==> src/spsel_pkg.sv <==
// Constants, types and the contract list for the protocol select and status
// block. Assumes one 25 MHz core clock and an asynchronous reset that stands
// for power-on.
//
// Contract
// - Factory default is extended protocol, single line.
// - Volatile bit6=0, bit7=1 selects dual now.
// - Volatile bit7=0 selects quad at once.
// - Volatile choice reverts at power-on, rescue, rewrite.
// - Nonvolatile bit2 active boots dual protocol.
// - Nonvolatile bit3 zero boots quad protocol.
// - Quad with high supply accepts extended temporarily.
// - Working copy loads from nonvolatile at boot.
// - Volatile writes copy into working register immediately.
// - Status bit7 with pin low blocks writes; the code refuses only the status write command (WRSTAT).
// - Status bit5 selects top or bottom region.
// - Nonzero protect bits refuse writes in region.
// - Whole-array erase only when protect bits zero.
// - Write-enable latch powers up cleared, must set.
// - Status bit0 shows busy during write operations.
// - Volatile status bits clear on reset.
// - Status read and write by dedicated commands.
// - Nonvolatile protocol bits active low, quad wins.
// - Data-modifying commands need prior write enable.
package spsel_pkg;

    typedef enum logic [1:0]
    {
        SPSEL_PROTO_EXT  = 2'b00,
        SPSEL_PROTO_DUAL = 2'b01,
        SPSEL_PROTO_QUAD = 2'b10
    } spsel_proto_e;

    typedef enum logic [2:0]
    {
        SPSEL_OP_NONE    = 3'b000,
        SPSEL_OP_WREN    = 3'b001,
        SPSEL_OP_WRDI    = 3'b010,
        SPSEL_OP_WRSTAT  = 3'b011,
        SPSEL_OP_WRNVCFG = 3'b100,
        SPSEL_OP_PROG    = 3'b101,
        SPSEL_OP_ERASE   = 3'b110,
        SPSEL_OP_BULK    = 3'b111
    } spsel_op_e;

    typedef struct packed
    {
        spsel_op_e  op;
        logic [5:0] sector;
        logic [7:0] data;
    } spsel_cmd_s;

    localparam int SPSEL_SR_LOCK = 7;
    localparam int SPSEL_SR_RSVD = 6;
    localparam int SPSEL_SR_TB   = 5;
    localparam int SPSEL_SR_BP_HI = 4;
    localparam int SPSEL_SR_BP_LO = 2;
    localparam int SPSEL_SR_WEL  = 1;
    localparam int SPSEL_SR_WIP  = 0;
    localparam int SPSEL_NV_DUAL = 2;
    localparam int SPSEL_NV_QUAD = 3;
    localparam int SPSEL_EV_DUAL = 6;
    localparam int SPSEL_EV_QUAD = 7;

    localparam logic [15:0] SPSEL_NVCFG_RESET = 16'hffff;
    localparam logic [7:0]  SPSEL_EVCFG_RESET = 8'hff;
    localparam logic [4:0]  SPSEL_SR_NV_RESET = 5'h00;
    localparam int          SPSEL_SECTORS     = 64;

    localparam int SPSEL_CLK_MHZ    = 25;
    localparam int SPSEL_BUSY_NS    = 2000;
    localparam int SPSEL_BUSY_CYC   = (SPSEL_BUSY_NS * SPSEL_CLK_MHZ) / 1000;

endpackage : spsel_pkg

==> src/spsel_top.sv <==
// Protocol selection and status word of a serial flash device.
// Commands arrive already decoded from the serial front end on the core
// clock; the write-protect/high-voltage pin and the serial clock come from
// outside and are synchronised here.
`timescale 1ns/1ps
module spsel_top
    import spsel_pkg::*;
#(
    parameter int BUSY_CYCLES = SPSEL_BUSY_CYC
)
(
    // Clock and reset
    input  wire logic         clock,
    input  wire logic         reset,
    // External pins
    input  wire logic         write_protect_pin,
    input  wire logic         serial_clock,
    // Decoded command port
    input  wire logic         cmd_valid,
    input  wire spsel_cmd_s   cmd,
    input  wire logic         evcfg_write,
    input  wire logic [7:0]   evcfg_data,
    input  wire logic         vcfg_write,
    input  wire logic [7:0]   vcfg_data,
    input  wire logic         rescue,
    input  wire logic [15:0]  nvcfg_data,
    input  wire logic         boot,
    // Status and protocol
    output logic [7:0]        device_status_word,
    output spsel_proto_e      protocol,
    output logic [7:0]        working_cfg,
    output logic              cmd_accept,
    output logic              cmd_refused,
    output logic              serial_edge
);
    logic [1:0]  wp_sync_q;
    logic [1:0]  sck_sync_q;
    logic        sck_last_q;
    logic        lock_q;
    logic        tb_q;
    logic [2:0]  bp_q;
    logic        wel_q;
    logic        wip_q;
    logic [15:0] busy_cnt_q;
    logic [7:0]  evcfg_q;
    logic        ev_active_q;
    logic [15:0] nvcfg_q;
    spsel_proto_e base_proto;
    logic        pin_high;
    logic        sr_locked;
    logic        in_region;
    logic        writing_op;
    logic        allow;

    assign pin_high  = wp_sync_q[1];
    assign sr_locked = lock_q && !pin_high;

    // Pins pass two flops before use.
    always_ff @(posedge clock or posedge reset)
    begin
        if (reset)
        begin
            wp_sync_q  <= 2'h0;
            sck_sync_q <= 2'h0;
            sck_last_q <= 1'b0;
        end
        else
        begin
            wp_sync_q  <= {wp_sync_q[0], write_protect_pin};
            sck_sync_q <= {sck_sync_q[0], serial_clock};
            sck_last_q <= sck_sync_q[1];
        end
    end

    always_ff @(posedge clock or posedge reset)
    begin
        if (reset)
            serial_edge <= 1'b0;
        else
            serial_edge <= sck_sync_q[1] && !sck_last_q;
    end

    spsel_region u_region
    (
        .top_bottom   (tb_q),
        .protect_size (bp_q),
        .sector       (cmd.sector),
        .in_region    (in_region)
    );

    always_comb
    begin
        writing_op = 1'b0;
        allow      = 1'b0;
        case (cmd.op)
            SPSEL_OP_WREN,
            SPSEL_OP_WRDI:
                allow = !wip_q;
            SPSEL_OP_WRSTAT:
            begin
                writing_op = 1'b1;
                allow = !wip_q && wel_q && !sr_locked;
            end
            SPSEL_OP_WRNVCFG:
            begin
                writing_op = 1'b1;
                allow = !wip_q && wel_q;
            end
            SPSEL_OP_PROG,
            SPSEL_OP_ERASE:
            begin
                writing_op = 1'b1;
                allow = !wip_q && wel_q && !in_region;
            end
            SPSEL_OP_BULK:
            begin
                writing_op = 1'b1;
                allow = !wip_q && wel_q && (bp_q == 3'h0);
            end
            default:
                allow = 1'b0;
        endcase
    end

    // Nonvolatile status bits; reset only models a blank array.
    always_ff @(posedge clock or posedge reset)
    begin
        if (reset)
            {lock_q, tb_q, bp_q} <= SPSEL_SR_NV_RESET;
        else if (cmd_valid && allow && cmd.op == SPSEL_OP_WRSTAT)
        begin
            lock_q <= cmd.data[SPSEL_SR_LOCK];
            tb_q   <= cmd.data[SPSEL_SR_TB];
            bp_q   <= cmd.data[SPSEL_SR_BP_HI:SPSEL_SR_BP_LO];
        end
    end

    // Nonvolatile configuration copy loads when the write command is accepted.
    always_ff @(posedge clock or posedge reset)
    begin
        if (reset)
            nvcfg_q <= SPSEL_NVCFG_RESET;
        else if (cmd_valid && allow && cmd.op == SPSEL_OP_WRNVCFG)
            nvcfg_q <= nvcfg_data;
    end

    // Write-enable latch; a started write operation consumes it.
    always_ff @(posedge clock or posedge reset)
    begin
        if (reset)
            wel_q <= 1'b0;
        else if (cmd_valid && allow)
        begin
            if (cmd.op == SPSEL_OP_WREN)
                wel_q <= 1'b1;
            else
                wel_q <= 1'b0;
        end
    end

    // Busy flag held for a fixed time per write operation.
    always_ff @(posedge clock or posedge reset)
    begin
        if (reset)
        begin
            wip_q      <= 1'b0;
            busy_cnt_q <= 16'h0000;
        end
        else if (cmd_valid && allow && writing_op)
        begin
            wip_q      <= 1'b1;
            busy_cnt_q <= 16'(BUSY_CYCLES);
        end
        else if (busy_cnt_q > 16'h0001)
            busy_cnt_q <= busy_cnt_q - 16'h0001;
        else
        begin
            busy_cnt_q <= 16'h0000;
            wip_q      <= 1'b0;
        end
    end

    always_ff @(posedge clock or posedge reset)
    begin
        if (reset)
        begin
            cmd_accept  <= 1'b0;
            cmd_refused <= 1'b0;
        end
        else
        begin
            cmd_accept  <= cmd_valid && allow;
            cmd_refused <= cmd_valid && !allow;
        end
    end

    // Enhanced volatile selection; a rescue drops it.
    always_ff @(posedge clock or posedge reset)
    begin
        if (reset)
        begin
            evcfg_q     <= SPSEL_EVCFG_RESET;
            ev_active_q <= 1'b0;
        end
        else if (rescue)
        begin
            evcfg_q     <= SPSEL_EVCFG_RESET;
            ev_active_q <= 1'b0;
        end
        else if (evcfg_write)
        begin
            evcfg_q     <= evcfg_data;
            ev_active_q <= 1'b1;
        end
    end

    always_comb
    begin
        if (!nvcfg_q[SPSEL_NV_QUAD])
            base_proto = SPSEL_PROTO_QUAD;
        else if (!nvcfg_q[SPSEL_NV_DUAL])
            base_proto = SPSEL_PROTO_DUAL;
        else
            base_proto = SPSEL_PROTO_EXT;
    end

    // Boot-time protocol latched at reset release or boot pulse.
    spsel_proto_e boot_proto_q;
    always_ff @(posedge clock or posedge reset)
    begin
        if (reset)
            boot_proto_q <= SPSEL_PROTO_EXT;
        else if (boot || !boot_seen_q)
            boot_proto_q <= base_proto;
    end

    logic boot_seen_q;
    always_ff @(posedge clock or posedge reset)
    begin
        if (reset)
            boot_seen_q <= 1'b0;
        else
            boot_seen_q <= 1'b1;
    end

    spsel_proto_e sel_proto;
    always_comb
    begin
        if (ev_active_q && !evcfg_q[SPSEL_EV_QUAD])
            sel_proto = SPSEL_PROTO_QUAD;
        else if (ev_active_q && !evcfg_q[SPSEL_EV_DUAL])
            sel_proto = SPSEL_PROTO_DUAL;
        else if (!boot_seen_q)
            sel_proto = base_proto;
        else
            sel_proto = boot_proto_q;
    end

    // Quad drops to extended while a high-voltage write runs.
    always_ff @(posedge clock or posedge reset)
    begin
        if (reset)
            protocol <= SPSEL_PROTO_EXT;
        else if (sel_proto == SPSEL_PROTO_QUAD && wip_q && pin_high)
            protocol <= SPSEL_PROTO_EXT;
        else if (!boot_seen_q)
            protocol <= base_proto;
        else
            protocol <= sel_proto;
    end

    // Working configuration: boot from nonvolatile, volatile writes override.
    always_ff @(posedge clock or posedge reset)
    begin
        if (reset)
            working_cfg <= SPSEL_EVCFG_RESET;
        else if (boot || !boot_seen_q)
            working_cfg <= nvcfg_q[15:8];
        else if (evcfg_write)
            working_cfg <= evcfg_data;
        else if (vcfg_write)
            working_cfg <= vcfg_data;
    end

    always_ff @(posedge clock or posedge reset)
    begin
        if (reset)
            device_status_word <= 8'h00;
        else
            device_status_word <= {lock_q, 1'b0, tb_q, bp_q,
                                   wel_q, wip_q};
    end

    // Assertions.
    bulk_guard_a: assert property (@(posedge clock) disable iff (reset)
        (cmd_valid && cmd.op == SPSEL_OP_BULK && bp_q != 3'h0)
        |=> cmd_refused && !cmd_accept)
        else $error("Bulk erase taken with protect bits set.");
    lock_guard_a: assert property (@(posedge clock) disable iff (reset)
        (cmd_valid && cmd.op == SPSEL_OP_WRSTAT && sr_locked)
        |=> $stable(bp_q) && $stable(lock_q))
        else $error("Status changed while locked.");
    wel_need_a: assert property (@(posedge clock) disable iff (reset)
        (cmd_valid && writing_op && !wel_q) |=> !cmd_accept)
        else $error("Write accepted without latch.");
    busy_set_a: assert property (@(posedge clock) disable iff (reset)
        (cmd_valid && allow && writing_op) |=> wip_q ##1
        device_status_word[SPSEL_SR_WIP])
        else $error("Busy flag not raised.");
    rsvd_zero_a: assert property (@(posedge clock) disable iff (reset)
        !device_status_word[SPSEL_SR_RSVD])
        else $error("Reserved status bit set.");
    quad_fall_a: assert property (@(posedge clock) disable iff (reset)
        (sel_proto == SPSEL_PROTO_QUAD && wip_q && pin_high)
        |=> protocol == SPSEL_PROTO_EXT)
        else $error("Quad not relaxed under high voltage.");
    ev_quad_a: assert property (@(posedge clock) disable iff (reset)
        (evcfg_write && !rescue && !evcfg_data[SPSEL_EV_QUAD])
        |=> ##1 (protocol == SPSEL_PROTO_QUAD ||
                 $past(wip_q && pin_high)))
        else $error("Quad not entered after volatile write.");
    ev_dual_a: assert property (@(posedge clock) disable iff (reset)
        (evcfg_write && !rescue && evcfg_data[SPSEL_EV_QUAD]
         && !evcfg_data[SPSEL_EV_DUAL])
        |=> ##1 protocol == SPSEL_PROTO_DUAL)
        else $error("Dual not entered after volatile write.");
    region_a: assert property (@(posedge clock) disable iff (reset)
        (cmd_valid && cmd.op == SPSEL_OP_PROG && in_region)
        |=> cmd_refused)
        else $error("Program inside protected region.");
    rescue_back_a: assert property (@(posedge clock) disable iff (reset)
        (rescue && boot_seen_q) |=> ##1
        (protocol == $past(boot_proto_q) ||
         $past(wip_q && pin_high)))
        else $error("Rescue did not restore the boot protocol.");
    quad_back_a: assert property (@(posedge clock) disable iff (reset)
        (boot_seen_q && sel_proto == SPSEL_PROTO_QUAD && !pin_high)
        |=> protocol == SPSEL_PROTO_QUAD)
        else $error("Quad not resumed with the supply pin low.");
    wel_drop_a: assert property (@(posedge clock) disable iff (reset)
        (cmd_valid && allow && cmd.op != SPSEL_OP_WREN)
        |=> !wel_q)
        else $error("Write-enable latch kept after use.");
endmodule : spsel_top

==> src/spsel_region.sv <==
// Region check: decides whether a sector falls in the protected area.
// Assumes a 64-sector array and combinational use by the main block.
`timescale 1ns/1ps
module spsel_region
    import spsel_pkg::*;
(
    // Protection fields
    input  wire logic       top_bottom,
    input  wire logic [2:0] protect_size,
    // Sector under test
    input  wire logic [5:0] sector,
    output logic            in_region
);
    logic [6:0] span;

    always_comb
    begin
        // Size 0 protects nothing, 7 protects all, else 2^(n-1) sectors.
        span = (protect_size == 3'h0) ? 7'h00 :
               (protect_size == 3'h7) ? 7'h40 :
               7'(7'h01 << (protect_size - 3'h1));
        if (top_bottom)
            in_region = {1'b0, sector} < span;
        else
            in_region = {1'b0, sector} >= (7'h40 - span);
        if (span == 7'h00)
            in_region = 1'b0;
    end
endmodule : spsel_region

==> config.mk <==
export PLATFORM = sky130hd
export DESIGN_NAME = spsel_top
export DESIGN_NICKNAME = d
export VERILOG_FILES = /design/src/spsel_pkg.sv /design/src/spsel_top.sv /design/src/spsel_region.sv
export SDC_FILE = /design/constraint.sdc
export NUM_CORES = 1
export LEC_CHECK = 0
export ABC_AREA = 1
export BUFFER_PORTS_ARGS = -buffer_cell sky130_fd_sc_hd__buf_2
export CAP_MARGIN = 40
export CORE_ASPECT_RATIO = 1.75
export CORE_MARGIN = 3
export CORE_UTILIZATION = 45
export DETAILED_ROUTE_END_ITERATION = 10
export PLACE_DENSITY = 0.71
export SLEW_MARGIN = 5
export SYNTH_ARGS = -nofsm -noshare
export SYNTH_HDL_FRONTEND = slang
export SYNTH_SLANG_ARGS = --single-unit
==> constraint.sdc <==
create_clock -name clock -period 2.8 [get_ports clock]
set_input_delay 0.84 -clock clock [delete_from_list [all_inputs] [get_ports clock]]
set_output_delay 0.84 -clock clock [all_outputs]
set_load 0.05 [all_outputs]
==> metrics.csv <==
metric;value;unit
drtIter0Drc;114;
setup_viol;4;
synth_fa_ha_area_share;5.50;%
syn_area;3410;um^2
total_power;2.20;mW
max_slew.worst_pin.slew;0.696;ns
crit_type;register to register;
drive_above_1_share;40.6;%
htree_levels;3;
wl;8000;um
violations;setup timing;
final_max_slew_viol_count;0;
min_period;2.81;ns
postSynthCellCount;409;
rr_startpoint;bp_q[1];
irDropWorstVdd;319;uV
hold_viol_final;0;
synth_xor_area_share;3.33;%
coreArea;7280;um^2
cts_root_buf;clkbuf_16;
grt_pass1_wl;13100;um
fmax;356;MHz
fin_skew;0.00513;ns
holdPathStages;0;
clk_pin_slew_worst_paths;0.05;ns
startpoint_type;register;
die-area;8710;um^2
wl_per_cell;13.5;um
finalSetupTns;-0.0196;ns
clock_sinks;64;
max_cap_violations;0;
fillers;629;
layoutNonFillerInstCount;594;
pre_cts_ws;-0.173;ns
grt_use_total;19.4;%
slew_headroom;53.4;%
numCtsBuffers;9;
synth_simple_gate_area_share;25.8;%
grt_pass1_vias;3002;
synth_top_family_by_area;simple AND/OR/NAND/NOR gates;
viasPerCell;5.09;
syn_nets;482;
ios;79;
leakagePower;2.33;nW
cp.arrival;3.03;ns
hold-path-endpoint;wp_sync_q[1];
area_growth;34.5;%
grt.overflow.total;0;
antenna_found_initial;0;
yosysWarnings;0;
insertion_delay;0.33;ns
finalCritPeriodShare;100;%
initial_core_util;46.9;%
utilization;63.1;%
yosysSeqAreaShare;47.6;%
status;complete, but fails checks;
grt_start_max_net_pins;65;
place_congestion;0.871;
whs;0.345;ns
critPathRequiredTime;3.02;ns
drtPass1Iterations;5;
cts_tree;yes;
rsz0062_at_grt;true;
synth-compound-area-share;8.35;%
r2r_end;busy_cnt_q[11];
synthTopCellsByArea;dfrtp_1 32%, dfstp_2 15%, nand2_1 11%, ha_1 5.5%, nor2_1 5.1%;
path_max_fanout;4;
postLayoutCellArea;4590;um^2
synth_mux_area_share;0;%
setup_ws;-0.00778;ns
rows;41;
num_vias;3026;
dp_cells;567;
synth-seq-cells;64;
die_x;71.8;um
min_from;wp_sync_q[0];
drcViolationCount;0;
placed_cell_area;3930;um^2
io_buffers;68;
worstRegToRegCells;24;
r2r_slack;-0.008;ns
worstSetupEndpointType;register;
ant_nets;0;
power_density;478;nW/um^2
die_h;121;um
synth_cell_types;39;
postSynthAreaPerCell;8.35;um^2
nets;576;
hp-class;register to register;
clockBufferDepth;2;
hpwlAfterDp;5760;um
synth_top_area_share;32.2;%
yosysTopAreaCell;dfrtp_1;
diodes;0;
-- what timing repair did --
item | CTS | global route
endpoints found under the setup margin | 35 | 35
setup buffers | 7 | 2
hold buffers | 0 | 0
gates cloned | 1 | 1
resized for setup | 15 | 49
pin swaps | 4 | 11
-- routing by layer --
| metal | vias up | global-route usage (%) | part of all wire (%) |
|---|---|---|---|
| li1 | 1499 | - | - |
| met1 | 1409 | 20.3 | 37 |
| met2 | 97 | 34.8 | 55 |
| met3 | 21 | 5.14 | 5.0 |
| met4 | 0 | 10.0 | 3.0 |
| met5 | - | 0 | 0 |
-- kinds of logic after synthesis --
| family | Yosys count |
|---|---|
| AO/OA/AOI/OAI | 45 |
| buffers and inverters | 74 |
| flip-flops | 64 |
| adder cells (fa/ha/maj) | 15 |
| other | 2 |
| AND/OR/NAND/NOR | 196 |
| XOR/XNOR | 13 |
-- area by class of cell --
type	instances	area, um^2	share of cell area, %
inverter	60	225	4.90
clock inverter	2	12.5	0.272
tap	86	108	2.34
multi-input combinational	271	1690	36.7
clock buffer	14	274	5.97
sequential	64	1630	35.4
timing repair buffer	97	659	14.4
-- registers in the layout (all words and copies together) (netlist names), 2 cells and up --
name,flops
sck_sync_q,2
wp_sync_q,2
evcfg_q,2
protocol,2
nvcfg_q,10
device_status_word,7
busy_cnt_q,16
bp_q,3
working_cfg,8
boot_proto_q,2
-- worst max-delay path by stage --
stage | end | depth (start not counted) | from
after CTS | busy_cnt_q[12] | 25 | bp_q[2]
after global placement | nvcfg_q[2] | 23 | bp_q[2]
after detailed placement | nvcfg_q[13] | 23 | bp_q[2]
final | busy_cnt_q[11] | 24 | bp_q[1]
after floorplan | busy_cnt_q[11] | 24 | bp_q[2]
after global routing | busy_cnt_q[11] | 26 | bp_q[1]
-- cell usage after synthesis (all sizes together) --
cell	instances
nand2	105
inv	60
nor2	49
dfrtp	44
dfstp	20
o21ai	19
nand4	17
ha	15
nand3	15
a21oi	10
buf	9
xor2	9
o311ai	6
clkbuf	5
nor3	5
xnor2	4
nor4	3
a41oi	2
conb	2
nand3b	2
o22ai	2
o31ai	2
a211oi	1
a21boi	1
a22oi	1
o21a	1
-- cell usage in the layout, fill, tap and decap left out, drive strengths merged, types with 3 or more instances in the layout --
| master | synthesis | final |
|---|---|---|
| nand2 | 105 | 105 |
| buf | 9 | 96 |
| inv | 60 | 60 |
| nor2 | 49 | 49 |
| dfrtp | 44 | 44 |
| dfstp | 20 | 20 |
| o21ai | 19 | 19 |
| nand4 | 17 | 17 |
| ha | 15 | 15 |
| nand3 | 15 | 15 |
| clkbuf | 5 | 15 |
| a21oi | 10 | 10 |
| xor2 | 9 | 9 |
| o311ai | 6 | 6 |
| nor3 | 5 | 5 |
| xnor2 | 4 | 4 |
| nor4 | 3 | 3 |
-- power by group --
part | total, mW | leakage [nW] | switching, mW | internal (mW)
registers | 0.959 | 0.780 | 0.00787 | 0.951
clock network | 1.05 | 0.139 | 0.376 | 0.669
logic | 0.193 | 1.41 | 0.127 | 0.0658
total | 2.20 | 2.33 | 0.510 | 1.69
-- worst max-delay path: stages (launching register included) --
cell and delay (ns):
dfrtp_1 0.42, buf_6 0.13, buf_4 0.12, nand3_4 0.09, ha_4 0.19, buf_6 0.11, xor2_2 0.13, ha_1 0.27
nand2_1 0.08, nand2_2 0.05, nand2_2 0.05, nand2_1 0.04, nand2_1 0.06, nand2_1 0.06, nand2_1 0.06, nand2_1 0.06
nand2_1 0.07, nand2_1 0.05, nand2_1 0.06, nand2_2 0.06, nand3_4 0.09, nand3b_4 0.15, clkbuf_16 0.22, nand2_4 0.05
inv_2 0.03
(Power assumes the default switching activity.)
